--- src/include/sync_gen_pkg.sv ---
// Shared constants and types for the display sync generator and its pixel front end
package sync_gen_pkg;

  // ----------------------------------------------------------------
  // Widths
  // ----------------------------------------------------------------
  localparam int CNT_W      = 16;
  localparam int APB_AW     = 8;
  localparam int APB_DW     = 32;
  localparam int SYM_W      = 8;
  localparam int DATA_W_DEF = 24;
  localparam int BEATS_DEF  = 1;
  // Beats already requested by the time a start of frame is seen
  localparam int LOCK_AHEAD = 3;

  typedef logic [CNT_W-1:0] cnt_t;

  // ----------------------------------------------------------------
  // Register offsets (byte addresses)
  // ----------------------------------------------------------------
  localparam logic [APB_AW-1:0] CTRL_OFS   = 8'h00;
  localparam logic [APB_AW-1:0] HTIME0_OFS = 8'h04;
  localparam logic [APB_AW-1:0] HTIME1_OFS = 8'h08;
  localparam logic [APB_AW-1:0] VTIME0_OFS = 8'h0c;
  localparam logic [APB_AW-1:0] VTIME1_OFS = 8'h10;
  localparam logic [APB_AW-1:0] STATUS_OFS = 8'h14;

  // ----------------------------------------------------------------
  // Field positions
  // ----------------------------------------------------------------
  localparam int CTRL_EN_BIT    = 0;
  localparam int CTRL_HPOL_BIT  = 1;
  localparam int CTRL_VPOL_BIT  = 2;
  localparam int LO_LSB         = 0;
  localparam int HI_LSB         = 16;
  localparam int STAT_LOCK_BIT  = 0;
  localparam int STAT_RELCK_BIT = 1;
  localparam int STAT_EOP_BIT   = 2;
  localparam int STAT_LINE_LSB  = 16;

  // ----------------------------------------------------------------
  // Reset values
  // ----------------------------------------------------------------
  localparam logic EN_RST   = 1'h1;
  localparam logic HPOL_RST = 1'h0;
  localparam logic VPOL_RST = 1'h0;
  localparam cnt_t H_SYNC_RST  = 16'h001e;
  localparam cnt_t H_BLANK_RST = 16'h002e;
  localparam cnt_t COLS_RST    = 16'h0320;
  localparam cnt_t H_FRONT_RST = 16'h00d2;
  localparam cnt_t V_SYNC_RST  = 16'h0003;
  localparam cnt_t V_BLANK_RST = 16'h0017;
  localparam cnt_t ROWS_RST    = 16'h01e0;
  localparam cnt_t V_FRONT_RST = 16'h0016;

  // ----------------------------------------------------------------
  // Types
  // ----------------------------------------------------------------
  // One axis of timing, in pixels (horizontal) or lines (vertical)
  typedef struct packed {
    cnt_t sync_w;
    cnt_t blank;
    cnt_t active;
    cnt_t front;
  } axis_cfg_t;

  // Stream sideband that travels beside the pixel data
  typedef struct packed {
    logic sop;
    logic eop;
    logic valid;
    logic empty;
  } side_t;

  typedef enum logic [1:0] {
    ST_WAIT = 2'b01,
    ST_RUN  = 2'b10
  } gen_state_t;

endpackage : sync_gen_pkg

--- src/core/video_sync_gen.sv ---
// Display sync generator with pixel front end and APB register slave
`timescale 1ns/100ps
`default_nettype none
module video_sync_gen #(
  parameter int                 DATA_W  = sync_gen_pkg::DATA_W_DEF,
  parameter int                 BEATS   = sync_gen_pkg::BEATS_DEF,
  parameter sync_gen_pkg::cnt_t H_SYNC  = sync_gen_pkg::H_SYNC_RST,
  parameter sync_gen_pkg::cnt_t H_BLANK = sync_gen_pkg::H_BLANK_RST,
  parameter sync_gen_pkg::cnt_t COLS    = sync_gen_pkg::COLS_RST,
  parameter sync_gen_pkg::cnt_t H_FRONT = sync_gen_pkg::H_FRONT_RST,
  parameter sync_gen_pkg::cnt_t V_SYNC  = sync_gen_pkg::V_SYNC_RST,
  parameter sync_gen_pkg::cnt_t V_BLANK = sync_gen_pkg::V_BLANK_RST,
  parameter sync_gen_pkg::cnt_t ROWS    = sync_gen_pkg::ROWS_RST,
  parameter sync_gen_pkg::cnt_t V_FRONT = sync_gen_pkg::V_FRONT_RST
) (
  input  wire logic                              clk_sys_i,
  input  wire logic                              reset_n_i,
  // APB slave
  input  wire logic [sync_gen_pkg::APB_AW-1:0]   paddr_i,
  input  wire logic                              psel_i,
  input  wire logic                              penable_i,
  input  wire logic                              pwrite_i,
  input  wire logic [sync_gen_pkg::APB_DW-1:0]   pwdata_i,
  input  wire logic [sync_gen_pkg::APB_DW/8-1:0] pstrb_i,
  output logic      [sync_gen_pkg::APB_DW-1:0]   prdata_o,
  output logic                                   pready_o,
  output logic                                   pslverr_o,
  // Pixel stream in (one extra symbol, dropped by the front end)
  input  wire logic [DATA_W+sync_gen_pkg::SYM_W-1:0] stream_data_i,
  input  wire logic                              stream_valid_i,
  input  wire logic                              stream_sop_i,
  input  wire logic                              stream_eop_i,
  input  wire logic                              stream_empty_i,
  output logic                                   stream_ready_o,
  // Display side
  output logic      [DATA_W-1:0]                 rgb_out_o,
  output logic                                   horizontal_sync_out_o,
  output logic                                   vertical_sync_out_o,
  output logic                                   display_enable_o
);
  import sync_gen_pkg::*;

  // ----------------------------------------------------------------
  // Declarations
  // ----------------------------------------------------------------
  localparam int OUT_SYMBOLS = DATA_W / SYM_W;

  gen_state_t                state_reg;
  gen_state_t                state_next;
  logic                      en_reg;
  logic                      en_next;
  logic                      hpol_reg;
  logic                      hpol_next;
  logic                      vpol_reg;
  logic                      vpol_next;
  axis_cfg_t                 hcfg_reg;
  axis_cfg_t                 hcfg_next;
  axis_cfg_t                 vcfg_reg;
  axis_cfg_t                 vcfg_next;
  logic                      relock_reg;
  logic                      relock_next;
  logic                      eop_seen_reg;
  logic                      eop_seen_next;
  logic                      pready_reg;
  logic                      pready_next;
  logic                      pslverr_reg;
  logic                      pslverr_next;
  logic [APB_DW-1:0]         prdata_reg;
  logic [APB_DW-1:0]         prdata_next;
  logic                      ready_reg;
  logic                      ready_next;
  logic                      take_reg;
  logic                      take_next;
  logic                      first_d1_reg;
  logic                      first_d1_next;
  logic                      first_d2_reg;
  logic                      first_d2_next;
  logic                      hs_d1_reg;
  logic                      hs_d1_next;
  logic                      hs_d2_reg;
  logic                      hs_d2_next;
  logic                      vs_d1_reg;
  logic                      vs_d1_next;
  logic                      vs_d2_reg;
  logic                      vs_d2_next;
  logic [DATA_W-1:0]         rgb_reg;
  logic [DATA_W-1:0]         rgb_next;
  logic                      den_reg;
  logic                      den_next;
  logic                      hs_out_reg;
  logic                      hs_out_next;
  logic                      vs_out_reg;
  logic                      vs_out_next;

  logic [1:0]                beat_cnt;
  logic                      beat_wrap;
  cnt_t                      h_cnt;
  logic                      h_wrap;
  cnt_t                      v_cnt;
  logic [DATA_W-1:0]         fe_data;
  side_t                     fe_side_in;
  side_t                     fe_side;
  logic                      run;
  logic                      lock;
  logic                      step;
  logic                      h_act;
  logic                      v_act;
  logic                      first_pos;
  logic                      hs_raw;
  logic                      vs_raw;
  logic                      access;
  logic                      wr_fire;
  logic                      addr_hit;
  logic [APB_DW-1:0]         rd_mux;
  logic [APB_DW-1:0]         status_word;

  // Byte-lane merge of a write into a stored word
  function automatic logic [APB_DW-1:0] merge(input logic [APB_DW-1:0]   old_w,
                                              input logic [APB_DW-1:0]   new_w,
                                              input logic [APB_DW/8-1:0] strb);
    logic [APB_DW-1:0] res;
    res = old_w;
    for (int i = 0; i < APB_DW/8; i++) begin
      if (strb[i]) begin
        res[i*8 +: 8] = new_w[i*8 +: 8];
      end
    end
    return res;
  endfunction : merge

  // ----------------------------------------------------------------
  // Pixel front end
  // ----------------------------------------------------------------
  assign fe_side_in = '{sop: stream_sop_i, eop: stream_eop_i,
                        valid: stream_valid_i, empty: stream_empty_i};

  pixel_trim #(
    .SYM_W       (SYM_W),
    .OUT_SYMBOLS (OUT_SYMBOLS)
  ) u_trim (
    .data_in_i   (stream_data_i),
    .data_out_o  (fe_data),
    .side_in_i   (fe_side_in),
    .side_out_o  (fe_side),
    .ready_in_i  (ready_reg),
    .ready_out_o (stream_ready_o)
  );

  // ----------------------------------------------------------------
  // Position counters: beat within pixel, pixel within line, line
  // ----------------------------------------------------------------
  assign run  = (state_reg == ST_RUN);
  assign step = run && en_reg && !lock;

  span_counter #(.W(2)) u_beat (
    .clk_sys_i  (clk_sys_i),
    .reset_n_i  (reset_n_i),
    .load_i     (lock),
    .load_val_i (2'h0),
    .step_i     (step),
    .last_i     (2'(BEATS - 1)),
    .count_o    (beat_cnt),
    .wrap_o     (beat_wrap)
  );

  span_counter #(.W(CNT_W)) u_pix (
    .clk_sys_i  (clk_sys_i),
    .reset_n_i  (reset_n_i),
    .load_i     (lock),
    .load_val_i (cnt_t'(hcfg_reg.blank + cnt_t'(LOCK_AHEAD / BEATS))),
    .step_i     (beat_wrap),
    .last_i     (cnt_t'(hcfg_reg.blank + hcfg_reg.active + hcfg_reg.front - 1'b1)),
    .count_o    (h_cnt),
    .wrap_o     (h_wrap)
  );

  span_counter #(.W(CNT_W)) u_line (
    .clk_sys_i  (clk_sys_i),
    .reset_n_i  (reset_n_i),
    .load_i     (lock),
    .load_val_i (vcfg_reg.blank),
    .step_i     (h_wrap),
    .last_i     (cnt_t'(vcfg_reg.blank + vcfg_reg.active + vcfg_reg.front - 1'b1)),
    .count_o    (v_cnt),
    .wrap_o     ()
  );

  // Decode of the current position
  always_comb begin
    h_act     = (h_cnt >= hcfg_reg.blank) &&
                (h_cnt < cnt_t'(hcfg_reg.blank + hcfg_reg.active));
    v_act     = (v_cnt >= vcfg_reg.blank) &&
                (v_cnt < cnt_t'(vcfg_reg.blank + vcfg_reg.active));
    first_pos = (v_cnt == vcfg_reg.blank) && (h_cnt == hcfg_reg.blank) && (beat_cnt == 2'h0);
    hs_raw    = (h_cnt < hcfg_reg.sync_w);
    vs_raw    = (v_cnt < vcfg_reg.sync_w);
  end

  // ----------------------------------------------------------------
  // Frame lock and pixel pipeline
  // ----------------------------------------------------------------
  // A start of frame taken while waiting, or off its expected slot, relocks
  assign lock = en_reg && take_reg && fe_side.sop && (!run || !first_d2_reg);

  always_comb begin
    state_next = state_reg;
    if (!en_reg) begin
      state_next = ST_WAIT;
    end else if (lock) begin
      state_next = ST_RUN;
    end
    case (state_reg)
      ST_WAIT: ready_next = en_reg;
      ST_RUN:  ready_next = en_reg && (lock || (h_act && v_act));
      default: ready_next = 1'b0;
    endcase
    if (lock) begin
      ready_next = 1'b1;
    end
    take_next     = ready_reg;
    first_d1_next = step && first_pos;
    first_d2_next = !lock && first_d1_reg;
    hs_d1_next    = step && hs_raw;
    hs_d2_next    = !lock && hs_d1_reg;
    vs_d1_next    = step && vs_raw;
    vs_d2_next    = !lock && vs_d1_reg;
    den_next      = take_reg && (run || lock);
    rgb_next      = den_next ? fe_data : '0;
    hs_out_next   = hpol_reg ? hs_d2_reg : !hs_d2_reg;
    vs_out_next   = vpol_reg ? vs_d2_reg : !vs_d2_reg;
  end

  always_ff @(posedge clk_sys_i or negedge reset_n_i) begin
    if (!reset_n_i) begin
      state_reg    <= ST_WAIT;
      ready_reg    <= 1'b0;
      take_reg     <= 1'b0;
      first_d1_reg <= 1'b0;
      first_d2_reg <= 1'b0;
      hs_d1_reg    <= 1'b0;
      hs_d2_reg    <= 1'b0;
      vs_d1_reg    <= 1'b0;
      vs_d2_reg    <= 1'b0;
      den_reg      <= 1'b0;
      rgb_reg      <= '0;
      hs_out_reg   <= !HPOL_RST;
      vs_out_reg   <= !VPOL_RST;
    end else begin
      state_reg    <= state_next;
      ready_reg    <= ready_next;
      take_reg     <= take_next;
      first_d1_reg <= first_d1_next;
      first_d2_reg <= first_d2_next;
      hs_d1_reg    <= hs_d1_next;
      hs_d2_reg    <= hs_d2_next;
      vs_d1_reg    <= vs_d1_next;
      vs_d2_reg    <= vs_d2_next;
      den_reg      <= den_next;
      rgb_reg      <= rgb_next;
      hs_out_reg   <= hs_out_next;
      vs_out_reg   <= vs_out_next;
    end
  end

  assign rgb_out_o             = rgb_reg;
  assign display_enable_o      = den_reg;
  assign horizontal_sync_out_o = hs_out_reg;
  assign vertical_sync_out_o   = vs_out_reg;

  // ----------------------------------------------------------------
  // APB slave: one wait state, answer on the second access cycle
  // ----------------------------------------------------------------
  assign access  = psel_i && penable_i && !pready_reg;
  assign wr_fire = psel_i && penable_i && pready_reg && pwrite_i;

  assign status_word = {v_cnt, 13'h0000, eop_seen_reg, relock_reg, run};

  // Read decode
  always_comb begin
    addr_hit = 1'b1;
    case (paddr_i)
      CTRL_OFS:   rd_mux = {29'h00000000, vpol_reg, hpol_reg, en_reg};
      HTIME0_OFS: rd_mux = {hcfg_reg.blank, hcfg_reg.sync_w};
      HTIME1_OFS: rd_mux = {hcfg_reg.front, hcfg_reg.active};
      VTIME0_OFS: rd_mux = {vcfg_reg.blank, vcfg_reg.sync_w};
      VTIME1_OFS: rd_mux = {vcfg_reg.front, vcfg_reg.active};
      STATUS_OFS: rd_mux = status_word;
      default: begin
        rd_mux   = '0;
        addr_hit = 1'b0;
      end
    endcase
  end

  // Register writes and sticky status; a new event beats a clear
  always_comb begin
    logic [APB_DW-1:0] w;
    w             = '0;
    pready_next   = access;
    pslverr_next  = access && !addr_hit;
    prdata_next   = (access && !pwrite_i) ? rd_mux : '0;
    en_next       = en_reg;
    hpol_next     = hpol_reg;
    vpol_next     = vpol_reg;
    hcfg_next     = hcfg_reg;
    vcfg_next     = vcfg_reg;
    relock_next   = relock_reg;
    eop_seen_next = eop_seen_reg;
    if (wr_fire) begin
      w = merge(rd_mux, pwdata_i, pstrb_i);
      case (paddr_i)
        CTRL_OFS: begin
          en_next   = w[CTRL_EN_BIT];
          hpol_next = w[CTRL_HPOL_BIT];
          vpol_next = w[CTRL_VPOL_BIT];
        end
        HTIME0_OFS: begin
          hcfg_next.sync_w = w[LO_LSB +: CNT_W];
          hcfg_next.blank  = w[HI_LSB +: CNT_W];
        end
        HTIME1_OFS: begin
          hcfg_next.active = w[LO_LSB +: CNT_W];
          hcfg_next.front  = w[HI_LSB +: CNT_W];
        end
        VTIME0_OFS: begin
          vcfg_next.sync_w = w[LO_LSB +: CNT_W];
          vcfg_next.blank  = w[HI_LSB +: CNT_W];
        end
        VTIME1_OFS: begin
          vcfg_next.active = w[LO_LSB +: CNT_W];
          vcfg_next.front  = w[HI_LSB +: CNT_W];
        end
        STATUS_OFS: begin
          relock_next   = relock_reg && !(pstrb_i[0] && pwdata_i[STAT_RELCK_BIT]);
          eop_seen_next = eop_seen_reg && !(pstrb_i[0] && pwdata_i[STAT_EOP_BIT]);
        end
        default: ;
      endcase
    end
    if (lock && run) begin
      relock_next = 1'b1;
    end
    if (take_reg && run && fe_side.eop) begin
      eop_seen_next = 1'b1;
    end
  end

  always_ff @(posedge clk_sys_i or negedge reset_n_i) begin
    if (!reset_n_i) begin
      pready_reg   <= 1'b0;
      pslverr_reg  <= 1'b0;
      prdata_reg   <= '0;
      en_reg       <= EN_RST;
      hpol_reg     <= HPOL_RST;
      vpol_reg     <= VPOL_RST;
      hcfg_reg     <= '{sync_w: H_SYNC, blank: H_BLANK, active: COLS, front: H_FRONT};
      vcfg_reg     <= '{sync_w: V_SYNC, blank: V_BLANK, active: ROWS, front: V_FRONT};
      relock_reg   <= 1'b0;
      eop_seen_reg <= 1'b0;
    end else begin
      pready_reg   <= pready_next;
      pslverr_reg  <= pslverr_next;
      prdata_reg   <= prdata_next;
      en_reg       <= en_next;
      hpol_reg     <= hpol_next;
      vpol_reg     <= vpol_next;
      hcfg_reg     <= hcfg_next;
      vcfg_reg     <= vcfg_next;
      relock_reg   <= relock_next;
      eop_seen_reg <= eop_seen_next;
    end
  end

  assign pready_o  = pready_reg;
  assign pslverr_o = pslverr_reg;
  assign prdata_o  = prdata_reg;

endmodule : video_sync_gen
`default_nettype wire

--- src/core/span_counter.sv ---
// Wrapping position counter with load, used for beat, pixel and line position
`timescale 1ns/100ps
`default_nettype none
module span_counter #(
  parameter int W = 16
) (
  input  wire logic         clk_sys_i,
  input  wire logic         reset_n_i,
  input  wire logic         load_i,
  input  wire logic [W-1:0] load_val_i,
  input  wire logic         step_i,
  input  wire logic [W-1:0] last_i,
  output logic      [W-1:0] count_o,
  output logic              wrap_o
);

  logic [W-1:0] count_reg;
  logic [W-1:0] count_next;

  // Wrap also when a shrunk limit leaves the count beyond it
  assign wrap_o  = step_i && (count_reg >= last_i);
  assign count_o = count_reg;

  // Next count
  always_comb begin
    count_next = count_reg;
    if (load_i) begin
      count_next = load_val_i;
    end else if (step_i) begin
      count_next = wrap_o ? '0 : count_reg + 1'b1;
    end
  end

  // Count register
  always_ff @(posedge clk_sys_i or negedge reset_n_i) begin
    if (!reset_n_i) begin
      count_reg <= '0;
    end else begin
      count_reg <= count_next;
    end
  end

endmodule : span_counter
`default_nettype wire

--- src/core/pixel_trim.sv ---
// Pixel front end: drops the lowest symbol of each input beat, sideband wired through
`timescale 1ns/100ps
`default_nettype none
module pixel_trim #(
  parameter int SYM_W       = 8,
  parameter int OUT_SYMBOLS = 3
) (
  input  wire logic [(OUT_SYMBOLS+1)*SYM_W-1:0] data_in_i,
  output logic      [OUT_SYMBOLS*SYM_W-1:0]     data_out_o,
  input  wire sync_gen_pkg::side_t               side_in_i,
  output sync_gen_pkg::side_t                    side_out_o,
  input  wire logic                              ready_in_i,
  output logic                                   ready_out_o
);
  import sync_gen_pkg::*;

  // Upper symbols pass straight through, lowest one is dropped
  assign data_out_o = data_in_i[(OUT_SYMBOLS+1)*SYM_W-1:SYM_W];

  // Sideband and ready cross without any register
  assign side_out_o  = side_in_i;
  assign ready_out_o = ready_in_i;

endmodule : pixel_trim
`default_nettype wire

--- config.mk ---
export PLATFORM = sky130hd
export DESIGN_NAME = video_sync_gen
export DESIGN_NICKNAME = d
export VERILOG_FILES = /design/src/include/sync_gen_pkg.sv /design/src/core/video_sync_gen.sv /design/src/core/span_counter.sv /design/src/core/pixel_trim.sv
export SDC_FILE = /design/constraint.sdc
export NUM_CORES = 1
export LEC_CHECK = 0
export BUFFER_PORTS_ARGS = -buffer_cell sky130_fd_sc_hd__buf_2
export CAP_MARGIN = 5
export CORE_UTILIZATION = 45
export CTS_CLUSTER_DIAMETER = 40
export DETAILED_ROUTE_END_ITERATION = 6
export PLACE_DENSITY = 0.72
export SLEW_MARGIN = 25
export SYNTH_ARGS = -nofsm -noshare
export SYNTH_HDL_FRONTEND = slang
export SYNTH_SLANG_ARGS = --single-unit
--- constraint.sdc ---
create_clock -name clk_sys_i -period 6.89 [get_ports clk_sys_i]
set_input_delay 0.689 -clock clk_sys_i [delete_from_list [all_inputs] [get_ports clk_sys_i]]
set_output_delay 0.689 -clock clk_sys_i [all_outputs]
set_load 0.1 [all_outputs]
==> results.rst <==
.. list-table::
   :header-rows: 1

   * - Metric
     - Value
   * - Highest net fanout along the worst path
     - 24
   * - Num CTS Buffers
     - 34
   * - Mapped Cells
     - 1808
   * - Post-Place Cells
     - 2362
   * - Post-synth cell types
     - 73
   * - TritonCTS clock tree
     - done
   * - Post-CTS Hold Buffers
     - 0
   * - Setup repair after global routing missed its margin
     - false
   * - Half-perimeter wire length of the detailed placement result
     - 34630 µm
   * - Max capacitance violation total
     - 0
   * - Clock network latency to the later pin of the worst-skew pair
     - 520 ps
   * - Tightest Hold Check Type
     - in2async
   * - Tcrit/Tclk final
     - 0.8870
   * - Post-route clock skew
     - 23.26 ps
   * - Met1 wire length
     - 19660 µm
   * - Root Driver
     - clkbuf_16
   * - Cell mode on critical path
     - ha_1
   * - CTS HTree Levels
     - 2
   * - Total I/O pin count
     - 147
   * - Final number of hold-violating endpoints
     - 0
   * - Reg clk slew, reported paths
     - 60 ps
   * - Post-layout instance count excluding filler cells
     - 2426
   * - Highest cell delay on the worst timing path
     - 580 ps
   * - Top_reg_cell synth
     - dfrtp_1
   * - Cell depth of the worst flop-to-flop path
     - 27
   * - Required time of the critical path
     - 7270 ps
   * - Areal power density over the cells
     - 173.0 nW/µm²
   * - GRT overflow
     - 0
   * - FF+latch count, synth
     - 236
   * - Clock Sinks
     - 236
   * - Count of standard-cell rows
     - 70
   * - Starting density of the core
     - 0.4565
   * - Number of remaining DRC errors
     - 0
   * - Sequential fraction of the synthesis area
     - 0.3566
   * - Net count after synthesis
     - 2102
   * - Number of synthesized flops with an enable pin
     - 0
   * - Worst VDD drop
     - 0.1490 mV
   * - Wire length of the first global-routing pass
     - 74690 µm
   * - Iteration count of the initial detailed-routing pass
     - 5
   * - Initial antenna violation count
     - 2
   * - Post-synthesis cell area
     - 16670 µm²
   * - Avg Synthesized Cell Area
     - 9.221 µm²
   * - Result of the run
     - completed
   * - Critical path startpoint category
     - flip-flop
   * - Final weighted congestion in routability-driven placement
     - 0.9013
   * - Highest achievable clock rate
     - 163.6 MHz
   * - Vias in the first global route
     - 14120
   * - Nets@finish
     - 2225
   * - Arrival time reported for the critical path endpoint
     - 6490 ps
   * - GRT Overall Usage
     - 0.2482
   * - Via Count
     - 14350
   * - Final total negative setup slack
     - 0 ps
   * - Setup Buffers After CTS
     - 0
   * - Most frequent standard cell in the layout excluding fill and tap cells
     - ha_1
   * - Highest routed layer
     - met4
   * - Async SR Flop Fraction
     - 1.000
   * - Type of the worst setup path
     - reg2reg
   * - Met3 WL post-DR
     - 3341 µm
   * - Shortest clock period the worst path allows after layout
     - 6111 ps
   * - Critical Path End Type
     - flip-flop
   * - Routed WL
     - 47140 µm
   * - Met2 WL post-DR
     - 22380 µm
   * - Overall die height
     - 194.5 µm
   * - Worst-path cell with the longest stage delay
     - dfstp_2
   * - 1st-iter DRT viols
     - 1250
   * - Post-cts repair resize count
     - 0
   * - Static Leak
     - 9.169 nW
   * - Final Slew Violations
     - 0
   * - Number of warnings issued by yosys
     - 0
   * - Clock tree buffer depth
     - 3
   * - Vias per cell
     - 5.914
   * - Slew headroom
     - 0.3865
   * - Port buffer count
     - 136
   * - Endpoints failing setup
     - 0
   * - # fillers
     - 3177
   * - Die width
     - 194.5 µm
   * - Commonest non-fill, non-tap cells in the layout
     - ha_1 (205), dfrtp_1 (204), nand2_1 (169), inv_1 (164), buf_2 (135)
   * - Die area
     - 37820 µm²
   * - Post-route ant nets
     - 0
   * - Area growth from synthesis to layout
     - 14.12%
   * - Post-detailed-route wirelength per cell
     - 19.43 µm
   * - Largest net degree at the start of global routing
     - 197
   * - CORE AREA
     - 36520 µm²
   * - Layout cell share with drive strength beyond 1
     - 0.1615
   * - Slew at the pin closest to its max-slew limit
     - 920.3 ps
-- power breakdown --
group / switching (W) / total (W) / internal (W)
Sequential: 0.00000277 / 0.00139 / 0.00139
Combinational: 0.000100 / 0.000157 / 0.0000572
Clock: 0.000678 / 0.00174 / 0.00106
-- layout make-up --
type	count	area [µm²]	area share
well taps	468	585.6	0.03078
diodes	1	2.502	0.0001315
clock buffers	45	985.9	0.05182
multi-input cells	1338	9872	0.5189
flip-flops and latches	236	5946	0.3125
repair buffers	153	850.8	0.04472
inverters	168	630.6	0.03314
clock inverters	17	152.6	0.008023
-- metal layers --
metal,global-route usage,vias up
met3,0.03193,115
li1,-,6731
met5,0,-
met2,0.4121,506
met1,0.3264,6995
met4,0.1017,0
-- cell usage after synthesis (all sizes together) (5+ instances only) --
cell type  instances  area, µm²
ha               205       2565
dfrtp            204       5105
o21ai            173      865.8
nand2            171      641.9
inv              168      630.6
a21oi             75      375.4
and2              68      425.4
mux2              65      731.9
nor2              59      221.5
clkbuf            51      191.4
mux2i             51      510.5
nor3              49      245.2
nand3             47      235.2
xnor2             39      341.6
a21o              37      277.8
dfstp             32      840.8
xor2              30      262.8
a22oi             27      202.7
nand4             23      143.9
a221o             17      170.2
o21a              17      127.6
buf               15      67.56
nor2b             14      87.58
o211ai            14      105.1
or2               13      81.33
nand2b            12      75.07
a32oi             11      96.34
nor4              10      62.56
a31oi              9      56.30
a221oi             7      67.56
and4               7      61.31
or3                7      43.79
a211o              6      52.55
a211oi             6      50.05
o21bai             6      45.04
or4                6      45.04
a2111oi            5      43.79
o31ai              5      37.54
-- worst max-delay path, delay by kind of cell (launching register included) --
kind,cells,cell delay [ps]
compound gates,10,1600
xor+xnor,2,240
fa+ha+maj,5,1540
buf+inv,3,340
flops,1,580
simple gates,7,1680
-- cells by family after synthesis --
logic type / share of synthesized area
and+or+nand+nor: 0.1471
AOI/OAI and AO/OA: 0.1728
DFF: 0.3567
buffers and inverters: 0.05336
adders and majority gates: 0.1593
muxes: 0.07453
xor gates and xnor gates: 0.03625
-- worst paths after layout --
kind                            slack, ps                end          from
worst max register to register        780  u_line.count_o[2]  vcfg_reg[32]
worst max-delay path                  780  u_line.count_o[2]  vcfg_reg[32]
min in group clk_sys_i                370           take_reg     ready_reg
worst min-delay path                   50      rgb_out_o[20]     reset_n_i
max in group asynchronous            5480       hcfg_reg[17]     reset_n_i
worst min register to register        370           take_reg     ready_reg
-- stage by stage --
stage | util | setup slack (ps) | area [µm²] | total power (W) | hold slack (ps)
floorplan | - | 1269 | 16670 | 0.001495 | 382.0
global placement | 0.4885 | 909.5 | 17840 | 0.001568 | 361.5
detailed placement | 0.4886 | 798.0 | 17840 | 0.001573 | 358.9
CTS | 0.5198 | 759.6 | 18980 | 0.003300 | 55.30
global route | 0.5209 | 310.6 | 19020 | 0.003373 | 73.49
finish | 0.5209 | 778.7 | 19030 | 0.003292 | 52.19
No activity file was read; power rests on OpenSTA's default activity.
